`src/oswc_pkg.sv`:
```
/*
 * Constants, field layout and types for the oscillator switch control block.
 * Assumes a 25 MHz system clock and a 32-bit AXI4-Lite register bus.
 */
package oswc_pkg;

   // ---------------------------------------------------------------
   // bus and register map
   // ---------------------------------------------------------------
   localparam int          AXI_AW             = 8;
   localparam logic [7:0]  OSC_CTRL_ADDR      = 8'h00;
   localparam logic [1:0]  RESP_OKAY          = 2'h0;
   localparam logic [1:0]  RESP_SLVERR        = 2'h2;

   // ---------------------------------------------------------------
   // oscillator_control field positions
   // ---------------------------------------------------------------
   localparam int          CUR_LSB            = 12;
   localparam int          REQ_LSB            = 8;
   localparam int          FREEZE_BIT         = 7;
   localparam int          LOCK_BIT           = 5;
   localparam int          FAIL_BIT           = 3;
   localparam int          START_BIT          = 0;
   localparam logic [31:0] OSC_CTRL_RW_MASK   = 32'h0000_0789;
   localparam logic        FREEZE_RST         = 1'b0;
   localparam logic        FAIL_RST           = 1'b0;

   // ---------------------------------------------------------------
   // source encoding
   // ---------------------------------------------------------------
   typedef enum logic [2:0] {
      SRC_FAST_RC      = 3'h0,
      SRC_FAST_RC_PLL  = 3'h1,
      SRC_PRIMARY      = 3'h2,
      SRC_PRIMARY_PLL  = 3'h3,
      SRC_SECONDARY    = 3'h4,
      SRC_LOW_POWER_RC = 3'h5,
      SRC_FAST_RC_DIV16 = 3'h6,
      SRC_FAST_RC_DIVN = 3'h7
   } oswc_src_t;

   // ---------------------------------------------------------------
   // timing
   // ---------------------------------------------------------------
   localparam int          CLK_PERIOD_NS      = 40;
   localparam int          PLL_START_NS       = 2000;
   localparam int          PLL_START_CYC      = (PLL_START_NS + CLK_PERIOD_NS - 1) / CLK_PERIOD_NS;

   // ---------------------------------------------------------------
   // switch sequencer states
   // ---------------------------------------------------------------
   typedef enum logic [1:0] {
      SW_IDLE = 2'h1,
      SW_WAIT = 2'h2
   } oswc_sw_state_t;

endpackage

```
`src/oswc_sw_if.sv`:
```
/*
 * Carrier between the register front end and the switch sequencer.
 * Assumes both ends run on the same system clock.
 */
`timescale 1ns/100ps
interface oswc_sw_if;
   import oswc_pkg::*;
   logic       start;
   logic [2:0] target;
   logic [2:0] init_src;
   logic       src_ready;
   logic [2:0] current;
   logic       busy;
   logic       done;
   logic       reject;

   modport ctl (output start, output target, output init_src, output src_ready,
                input current, input busy, input done, input reject);
   modport seq (input start, input target, input init_src, input src_ready,
                output current, output busy, output done, output reject);
endinterface

```
`src/oswc_switch.sv`:
```
/*
 * Clock switch sequencer: accepts a switch request, refuses the forbidden
 * pair of PLL modes, waits for the new source and then adopts it.
 * Assumes start is a one-cycle pulse issued only while busy is low.
 */
`timescale 1ns/100ps
module oswc_switch
   import oswc_pkg::*;
(
   input  wire logic SYS_CLK,
   input  wire logic SYS_RST,
   oswc_sw_if.seq    sw
);

   oswc_sw_state_t state_r;
   logic [2:0]     target_r;
   logic [2:0]     current_r;
   logic           done_r;
   logic           reject_r;
   logic           forbidden;

   // ---------------------------------------------------------------
   // forbidden pair check
   // ---------------------------------------------------------------
   // pll to pll refused
   assign forbidden = ((current_r == SRC_FAST_RC_PLL) && (sw.target == SRC_PRIMARY_PLL)) ||
                      ((current_r == SRC_PRIMARY_PLL) && (sw.target == SRC_FAST_RC_PLL));

   // ---------------------------------------------------------------
   // sequencer
   // ---------------------------------------------------------------
   always_ff @(posedge SYS_CLK) begin
      if (SYS_RST) begin
         state_r  <= SW_IDLE;
         target_r <= 3'h0;
         done_r   <= 1'b0;
         reject_r <= 1'b0;
      end else begin
         done_r   <= 1'b0;
         reject_r <= 1'b0;
         case (state_r)
            SW_IDLE: begin
               if (sw.start && forbidden) begin
                  reject_r <= 1'b1;
               end else if (sw.start) begin
                  target_r <= sw.target;
                  state_r  <= SW_WAIT;
               end
            end
            SW_WAIT: begin
               if (sw.src_ready) begin
                  done_r  <= 1'b1;
                  state_r <= SW_IDLE;
               end
            end
            default: begin
               state_r <= SW_IDLE;
            end
         endcase
      end
   end

   // source in use updated on completion
   always_ff @(posedge SYS_CLK) begin
      if (SYS_RST) begin
         current_r <= sw.init_src;
      end else if ((state_r == SW_WAIT) && sw.src_ready) begin
         current_r <= target_r;
      end
   end

   assign sw.current = current_r;
   assign sw.busy    = (state_r == SW_WAIT);
   assign sw.done    = done_r;
   assign sw.reject  = reject_r;

   AST_NO_PLL_PAIR: assert property (@(posedge SYS_CLK) disable iff (SYS_RST)
      (sw.start && forbidden && (state_r == SW_IDLE)) |=> reject_r && $stable(current_r)
         ##1 (state_r == SW_IDLE) && $stable(current_r))
      else $error("forbidden pll switch was not refused");

endmodule

```
`src/oswc_top.sv`:
```
/*
 * Oscillator switch control: one control register on AXI4-Lite with the
 * source in use, the requested source, configuration freeze, pll lock and
 * clock fail status, plus the switch sequencer and pll start-up timer.
 * Assumes all inputs are synchronous to SYS_CLK and AXI4-Lite rules are kept.
 */
// Behaviour
// - requested source bits 10:8 writable, reset value from configuration input.
// - both fields use the eight-way source encoding of the package.
// - lock bit 5 high when a pll mode is in use and the pll is locked or start-up timer expired.
// - direct switch between the two pll modes is refused.
`timescale 1ns/100ps
module oswc_top
   import oswc_pkg::*;
#(
   parameter int PLL_START_CYCLES = PLL_START_CYC
)
(
   input  wire logic                     SYS_CLK,
   input  wire logic                     SYS_RST,
   input  wire logic [oswc_pkg::AXI_AW-1:0] S_AXI_AWADDR,
   input  wire logic                     S_AXI_AWVALID,
   output logic                          S_AXI_AWREADY,
   input  wire logic [31:0]              S_AXI_WDATA,
   input  wire logic [3:0]               S_AXI_WSTRB,
   input  wire logic                     S_AXI_WVALID,
   output logic                          S_AXI_WREADY,
   output logic [1:0]                    S_AXI_BRESP,
   output logic                          S_AXI_BVALID,
   input  wire logic                     S_AXI_BREADY,
   input  wire logic [oswc_pkg::AXI_AW-1:0] S_AXI_ARADDR,
   input  wire logic                     S_AXI_ARVALID,
   output logic                          S_AXI_ARREADY,
   output logic [31:0]                   S_AXI_RDATA,
   output logic [1:0]                    S_AXI_RRESP,
   output logic                          S_AXI_RVALID,
   input  wire logic                     S_AXI_RREADY,
   input  wire logic [2:0]               CFG_SOURCE,
   input  wire logic                     CLOCK_MONITOR_CONFIG_BIT,
   input  wire logic                     PLL_LOCKED,
   input  wire logic                     SRC_READY,
   input  wire logic                     CLOCK_FAIL_IN,
   output logic [2:0]                    CLK_SEL,
   output logic                          PLL_EN
);

   oswc_sw_if sw ();

   logic [AXI_AW-1:0] awaddr_r;
   logic [31:0]       wdata_r;
   logic [3:0]        wstrb_r;
   logic              aw_got_r;
   logic              w_got_r;
   logic              do_write;
   logic              wr_hit;
   logic [2:0]        req_r;
   logic              freeze_r;
   logic              fail_r;
   logic              start_r;
   logic              lock_r;
   logic [15:0]       timer_r;
   logic              pll_on;
   logic              frozen;
   logic [31:0]       rd_word;

   // ---------------------------------------------------------------
   // switch sequencer
   // ---------------------------------------------------------------
   oswc_switch u_switch (
      .SYS_CLK (SYS_CLK),
      .SYS_RST (SYS_RST),
      .sw      (sw)
   );

   assign sw.start     = start_r;
   assign sw.target    = req_r;
   assign sw.init_src  = CFG_SOURCE;
   assign sw.src_ready = SRC_READY;

   // ---------------------------------------------------------------
   // axi4-lite write channel
   // ---------------------------------------------------------------
   assign do_write = aw_got_r && w_got_r && !S_AXI_BVALID;
   assign wr_hit   = (awaddr_r == OSC_CTRL_ADDR);

   always_ff @(posedge SYS_CLK) begin
      if (SYS_RST) begin
         S_AXI_AWREADY <= 1'b0;
         S_AXI_WREADY  <= 1'b0;
         aw_got_r      <= 1'b0;
         w_got_r       <= 1'b0;
         awaddr_r      <= '0;
         wdata_r       <= 32'h0;
         wstrb_r       <= 4'h0;
         S_AXI_BVALID  <= 1'b0;
         S_AXI_BRESP   <= RESP_OKAY;
      end else begin
         S_AXI_AWREADY <= !aw_got_r && !(S_AXI_AWVALID && S_AXI_AWREADY);
         S_AXI_WREADY  <= !w_got_r && !(S_AXI_WVALID && S_AXI_WREADY);
         if (S_AXI_AWVALID && S_AXI_AWREADY) begin
            awaddr_r <= S_AXI_AWADDR;
            aw_got_r <= 1'b1;
         end
         if (S_AXI_WVALID && S_AXI_WREADY) begin
            wdata_r <= S_AXI_WDATA;
            wstrb_r <= S_AXI_WSTRB;
            w_got_r <= 1'b1;
         end
         if (do_write) begin
            S_AXI_BVALID <= 1'b1;
            S_AXI_BRESP  <= wr_hit ? RESP_OKAY : RESP_SLVERR;
         end else if (S_AXI_BVALID && S_AXI_BREADY) begin
            S_AXI_BVALID  <= 1'b0;
            aw_got_r      <= 1'b0;
            w_got_r       <= 1'b0;
            S_AXI_AWREADY <= 1'b1;
            S_AXI_WREADY  <= 1'b1;
         end
      end
   end

   // ---------------------------------------------------------------
   // control fields
   // ---------------------------------------------------------------
   assign frozen = freeze_r && CLOCK_MONITOR_CONFIG_BIT;

   // requested source, power-on value from configuration
   always_ff @(posedge SYS_CLK) begin
      if (SYS_RST) begin
         req_r <= CFG_SOURCE;
      end else if (do_write && wr_hit && wstrb_r[1] && !frozen && !sw.busy) begin
         req_r <= wdata_r[REQ_LSB +: 3];
      end
   end

   // freeze sticks while the monitor configuration bit is set
   always_ff @(posedge SYS_CLK) begin
      if (SYS_RST) begin
         freeze_r <= FREEZE_RST;
      end else if (do_write && wr_hit && wstrb_r[0] && !frozen) begin
         freeze_r <= wdata_r[FREEZE_BIT];
      end
   end

   // switch request pulse, one at a time
   always_ff @(posedge SYS_CLK) begin
      if (SYS_RST) begin
         start_r <= 1'b0;
      end else begin
         start_r <= do_write && wr_hit && wstrb_r[0] && wdata_r[START_BIT] && !frozen &&
                    !sw.busy && !start_r;
      end
   end

   // clock fail flag: hardware set beats software clear
   always_ff @(posedge SYS_CLK) begin
      if (SYS_RST) begin
         fail_r <= FAIL_RST;
      end else if (CLOCK_FAIL_IN) begin
         fail_r <= 1'b1;
      end else if (do_write && wr_hit && wstrb_r[0] && !wdata_r[FAIL_BIT]) begin
         fail_r <= 1'b0;
      end
   end

   // ---------------------------------------------------------------
   // pll enable, start-up timer and lock
   // ---------------------------------------------------------------
   // pll modes by encoding
   assign pll_on = (sw.current == SRC_FAST_RC_PLL) || (sw.current == SRC_PRIMARY_PLL);

   always_ff @(posedge SYS_CLK) begin
      if (SYS_RST) begin
         timer_r <= 16'h0;
      end else if (!pll_on) begin
         timer_r <= 16'h0;
      end else if (timer_r != 16'(PLL_START_CYCLES)) begin
         timer_r <= timer_r + 16'h1;
      end
   end

   // lock when a pll mode is in use and locked or timer expired
   always_ff @(posedge SYS_CLK) begin
      if (SYS_RST) begin
         lock_r <= 1'b0;
      end else begin
         lock_r <= pll_on && (PLL_LOCKED || (timer_r == 16'(PLL_START_CYCLES)));
      end
   end

   always_ff @(posedge SYS_CLK) begin
      if (SYS_RST) begin
         CLK_SEL <= 3'h0;
         PLL_EN  <= 1'b0;
      end else begin
         CLK_SEL <= sw.current;
         PLL_EN  <= pll_on;
      end
   end

   // ---------------------------------------------------------------
   // axi4-lite read channel
   // ---------------------------------------------------------------
   // current source read-only
   assign rd_word = {16'h0, 1'b0, sw.current, 1'b0, req_r, freeze_r, 1'b0, lock_r,
                     1'b0, fail_r, 2'h0, sw.busy};

   always_ff @(posedge SYS_CLK) begin
      if (SYS_RST) begin
         S_AXI_ARREADY <= 1'b0;
         S_AXI_RVALID  <= 1'b0;
         S_AXI_RDATA   <= 32'h0;
         S_AXI_RRESP   <= RESP_OKAY;
      end else if (S_AXI_ARVALID && S_AXI_ARREADY) begin
         S_AXI_ARREADY <= 1'b0;
         S_AXI_RVALID  <= 1'b1;
         S_AXI_RDATA   <= (S_AXI_ARADDR == OSC_CTRL_ADDR) ? rd_word : 32'h0;
         S_AXI_RRESP   <= (S_AXI_ARADDR == OSC_CTRL_ADDR) ? RESP_OKAY : RESP_SLVERR;
      end else if (S_AXI_RVALID && S_AXI_RREADY) begin
         S_AXI_RVALID  <= 1'b0;
         S_AXI_ARREADY <= 1'b1;
      end else if (!S_AXI_RVALID) begin
         S_AXI_ARREADY <= 1'b1;
      end
   end

   // ---------------------------------------------------------------
   // checks
   // ---------------------------------------------------------------
   AST_CUR_ONLY_ON_DONE: assert property (@(posedge SYS_CLK) disable iff (SYS_RST)
      !$stable(sw.current) |-> sw.done)
      else $error("source in use changed without a completed switch");

   AST_REQ_FROM_CFG: assert property (@(posedge SYS_CLK)
      (SYS_RST ##1 !SYS_RST) |-> req_r == $past(CFG_SOURCE))
      else $error("requested source not loaded from configuration");

   AST_PLL_ENCODING: assert property (@(posedge SYS_CLK) disable iff (SYS_RST)
      (sw.current == SRC_PRIMARY_PLL) [*2] |-> PLL_EN && (CLK_SEL == 3'h3))
      else $error("primary with pll not driving pll enable");

   AST_LOCK_SET: assert property (@(posedge SYS_CLK) disable iff (SYS_RST)
      (pll_on && PLL_LOCKED) |=> lock_r)
      else $error("lock not reported while pll locked");

   AST_LOCK_CLEAR: assert property (@(posedge SYS_CLK) disable iff (SYS_RST)
      (!pll_on || (!PLL_LOCKED && timer_r < 16'(PLL_START_CYCLES))) |=> !lock_r)
      else $error("lock reported while pll off or starting");

   AST_NO_DIRECT_PLL: assert property (@(posedge SYS_CLK) disable iff (SYS_RST)
      (sw.current == SRC_FAST_RC_PLL) |=> (sw.current != SRC_PRIMARY_PLL))
      else $error("direct switch between pll modes performed");

   AST_RESERVED_ZERO: assert property (@(posedge SYS_CLK) disable iff (SYS_RST)
      S_AXI_RVALID |-> (S_AXI_RDATA & ~(OSC_CTRL_RW_MASK | 32'h0000_7020)) == 32'h0)
      else $error("unimplemented bit read as one");

   AST_FAIL_SET_WINS: assert property (@(posedge SYS_CLK) disable iff (SYS_RST)
      CLOCK_FAIL_IN |=> fail_r ##1 (fail_r || $past(do_write)))
      else $error("clock fail event lost");

endmodule

```
`config.mk`:
```
export PLATFORM = sky130hd
export DESIGN_NAME = oswc_top
export DESIGN_NICKNAME = d
export VERILOG_FILES = /design/src/oswc_pkg.sv /design/src/oswc_sw_if.sv /design/src/oswc_switch.sv /design/src/oswc_top.sv
export SDC_FILE = /design/constraint.sdc
export NUM_CORES = 1
export LEC_CHECK = 0
export BUFFER_PORTS_ARGS = -buffer_cell sky130_fd_sc_hd__buf_2
export CAP_MARGIN = 15
export CORE_UTILIZATION = 49
export DETAILED_ROUTE_END_ITERATION = 12
export GPL_TIMING_DRIVEN = 0
export PLACE_DENSITY = 0.8
export SETUP_SLACK_MARGIN = 0.5
export SYNTH_ARGS = -nofsm -noshare
export SYNTH_HDL_FRONTEND = slang
export SYNTH_SLANG_ARGS = --single-unit
```
`constraint.sdc`:
```
create_clock -name SYS_CLK -period 1.76 [get_ports SYS_CLK]
set_input_delay 0.176 -clock SYS_CLK [delete_from_list [all_inputs] [get_ports SYS_CLK]]
set_output_delay 0.176 -clock SYS_CLK [all_outputs]
set_load 0.02 [all_outputs]
```
==> impl_metrics.json <==
{
  "dr.pass1.iters": 4,
  "clk_path_buf_depth": 2,
  "slew_violations": 0,
  "layout-drive-gt1-share": 0.401,
  "reg2reg_slack_ns": 0.29,
  "power.switching_uw": 826,
  "timing.slew.headroom": 0.620,
  "yosysUniqueCellTypes": 44,
  "synth_top_area_cell": "dfxtp_1",
  "hold_viol_final": 0,
  "setup_ws_ns": 0.285,
  "insertion_delay_ns": 0.34,
  "dp_slack_ns": 0.165,
  "min-delay-start": "S_AXI_AWADDR[3]",
  "finalCritPeriodShare": 0.838,
  "drc_errors": 0,
  "final-setup-viol-count": 0,
  "cts_root_buffer": "clkbuf_8",
  "slowest_delay_ns": 0.43,
  "vias": 2505,
  "ys_seq_elements": 70,
  "pin_count": 111,
  "synth_flop_cell": "dfxtp_1",
  "crit_type": "flip-flop to flip-flop",
  "grt_max_degree": 13,
  "arrival_ns": 1.70,
  "crit_chain": "xor2_1 -> a211oi_4 -> a21oi_1 -> or2_1",
  "crit_required_ns": 1.99,
  "dpl_cell_area_um2": 3390,
  "syn_area_um2": 2930,
  "wirelength_mm": 6.84,
  "crit_buf_inv": 0,
  "io_buffers": 56,
  "ir_drop_v": 0.000618,
  "synthTopCellsByArea": "dfxtp_1 (44%), buf_4 (6.2%), edfxtp_1 (6.2%)",
  "ff2ff_path_depth": 4,
  "ys_warn_count": 0,
  "num_rows": 27,
  "grt-ovfl-total": 0,
  "fin_setup_tns_ns": 0,
  "maxCapViolCount": 0,
  "syn_area_per_cell_um2": 9.17,
  "grt_pass1_wl_mm": 10.8,
  "rsz0062_at_grt": "yes",
  "synth.top_cell.area_share": 0.438,
  "critPathTopFamily": "compound AO/OA/AOI/OAI gates",
  "worstMarginPinSlew_ns": 0.571,
  "p_leak_uw": 0.00166,
  "hold_path_end": "awaddr_r[3]",
  "ys_seq_area_frac": 0.499,
  "cts_buffers": 9,
  "p_int_uw": 2320,
  "worstSetupEndpointType": "flip-flop",
  "hold_path.class": "input pin to flip-flop",
  "cp_max_fo": 4,
  "htree_levels": 3,
  "clkSinkCount": 70,
  "crit-reg2reg-capture": "u_switch.state_r[0]",
  "ant_nets": 0,
  "syn_inst": 319,
  "final_area_um2": 4010,
  "layout.nets": 492,
  "die_width_um": 79.3,
  "finClkSkew_ns": 0.00458,
  "cts_tree": "built",
  "dp_hpwl_mm": 4.34,
  "nFillCells": 404,
  "grt_usage": 0.228,
  "whs_path_depth": 3,
  "synth_edf_count": 6,
  "combPwrFrac": 0.115,
  "wl_per_cell_um": 13.6,
  "core_area_um2": 5640,
  "gp_congestion": 0.781,
  "clk_pin_slew_ns": 0.07,
  "dieArea_um2": 6290,
  "hold_buffers": 0,
  "antenna_found_initial": 0,
  "viasPerCell": 5.00,
  "p_sw_frac": 0.263,
  "n_antenna_cell": 0,
  "seqPwrFrac": 0.538,
  "dieHeight_um": 79.3,
  "area_growth_syn_to_layout_pct": 37.2,
  "grt_pass1_vias": 2339,
  "status": "complete, no violations",
  "reg2reg_from": "req_r[1]",
  "clkPwrFrac": 0.347,
  "cp-start-kind": "flip-flop",
  "clock.fmax_mhz": 678,
  "period_minus_slack_ns": 1.47,
  "crit_cells": 4,
  "p_per_area_nw_per_um2": 784,
  "slowest_stage": "edfxtp_1",
  "drt-initial-drc-count": 97,
  "initial_core_util": 0.519,
  "async_flop_share": 0
}
## final cells by class
cell class	count	area, µm²	area share
tap	72	90.1	0.0224
timing repair buffer	71	435	0.108
inverter	18	67.6	0.0168
multi-input combinational	219	1530	0.381
sequential	70	1490	0.370
buffer	35	245	0.0611
clock buffer	12	135	0.0337
clock inverter	4	25.0	0.00623
## routing by layer
| layer | global-route usage | up-vias | share of wire |
|---|---|---|---|
| li1 | - | 1255 | - |
| met1 | 0.266 | 1156 | 0.42 |
| met2 | 0.383 | 81 | 0.50 |
| met3 | 0.0851 | 13 | 0.058 |
| met4 | 0.0782 | 0 | 0.016 |
| met5 | 0 | - | 0 |
## logic make-up (layout without fill, tap and decap cells)
family                   Yosys count  after routing  share of synthesized area
flip-flops                        70             70                      0.499
multiplexers                       3              3                     0.0103
AND/OR/NAND/NOR                  122            122                      0.227
adder cells (fa/ha/maj)            2              2                    0.00855
AO/OA/AOI/OAI                     55             55                      0.115
buffers and inverters             53            140                     0.0996
other                              1             24                    0.00128
XOR/XNOR                          13             13                     0.0389
## layout by cell type, fill, tap and decap left out, types with 3 or more instances in the layout
cell / n
nor4_4: 3
buf_6: 7
buf_4: 32
o21ai_0: 9
nor2_1: 12
a21oi_2: 4
dfxtp_1: 52
xnor2_1: 9
nor4_2: 6
clkbuf_2: 4
nand2_1: 29
a21oi_1: 26
clkbuf_1: 7
dfxtp_2: 8
nand3_1: 20
nor2_4: 11
buf_2: 56
nor2_2: 5
inv_1: 16
nand2b_1: 4
clkbuf_8: 9
conb_1: 24
mux2i_1: 3
nand4_1: 5
dfxtp_4: 4
edfxtp_1: 6
a22o_1: 8
## cells in the mapped netlist, types with 6 or more instances
master,instances
buf_4,24
a22o_1,8
nand3_1,21
edfxtp_1,6
inv_1,17
nor2_1,25
a21oi_1,30
xnor2_1,11
clkbuf_1,8
nor4_1,8
dfxtp_1,64
o21ai_0,10
nand2_1,29
## sequential cells by signal (all words and copies together), names as in the netlist, 2 cells and up
| name | count |
|---|---|
| S_AXI_RDATA | 10 |
| u_switch.state_r | 2 |
| u_switch.target_r | 3 |
| wstrb_r | 2 |
| req_r | 3 |
| wdata_r | 6 |
| u_switch.sw.current | 3 |
| CLK_SEL | 3 |
| awaddr_r | 8 |
| timer_r | 16 |
## through the flow
step                      hold slack (ns)  power (µW)   util  cells
after floorplan                     0.305        1930      -    342
after global placement              0.422        2020  0.601    470
final                              0.0733        3150  0.711    501
after detailed placement            0.428        2020  0.601    470
after global routing               0.0557        3270  0.711    501
after CTS                          0.0604        3130  0.680    499
## worst max-delay path by stage
| stage | startpoint | end | slack, ns |
|---|---|---|---|
| after global placement | SYS_RST | u_switch.sw.current[2] | 0.16 |
| after detailed placement | SYS_RST | u_switch.sw.current[0] | 0.16 |
| after floorplan | req_r[1] | u_switch.state_r[0] | 0.44 |
| final | req_r[1] | u_switch.state_r[0] | 0.29 |
| after global routing | req_r[1] | u_switch.state_r[0] | 0.21 |
| after CTS | req_r[0] | u_switch.target_r[2] | 0.34 |
## power by group through the flow
stage               logic, µW  clock network (µW)  registers [µW]
finish                    362                1090            1690
global route              395                1180            1700
CTS                       342                1100            1690
detailed placement        303                   0            1720
global placement          298                   0            1720
floorplan                 199                   0            1730
## what timing repair did
action / 4_1_cts / 5_1_grt
resized for setup: 48 / 41
setup endpoints to repair: 38 / 46
gates cloned: 1 / 0
setup buffers: 12 / 2
pin swaps: 27 / 19
## worst min-delay path, cell delays in order
cell and delay (ns):
buf_2 0.10, nand3_1 0.05, a21oi_1 0.05
(Power assumes the default switching activity.)
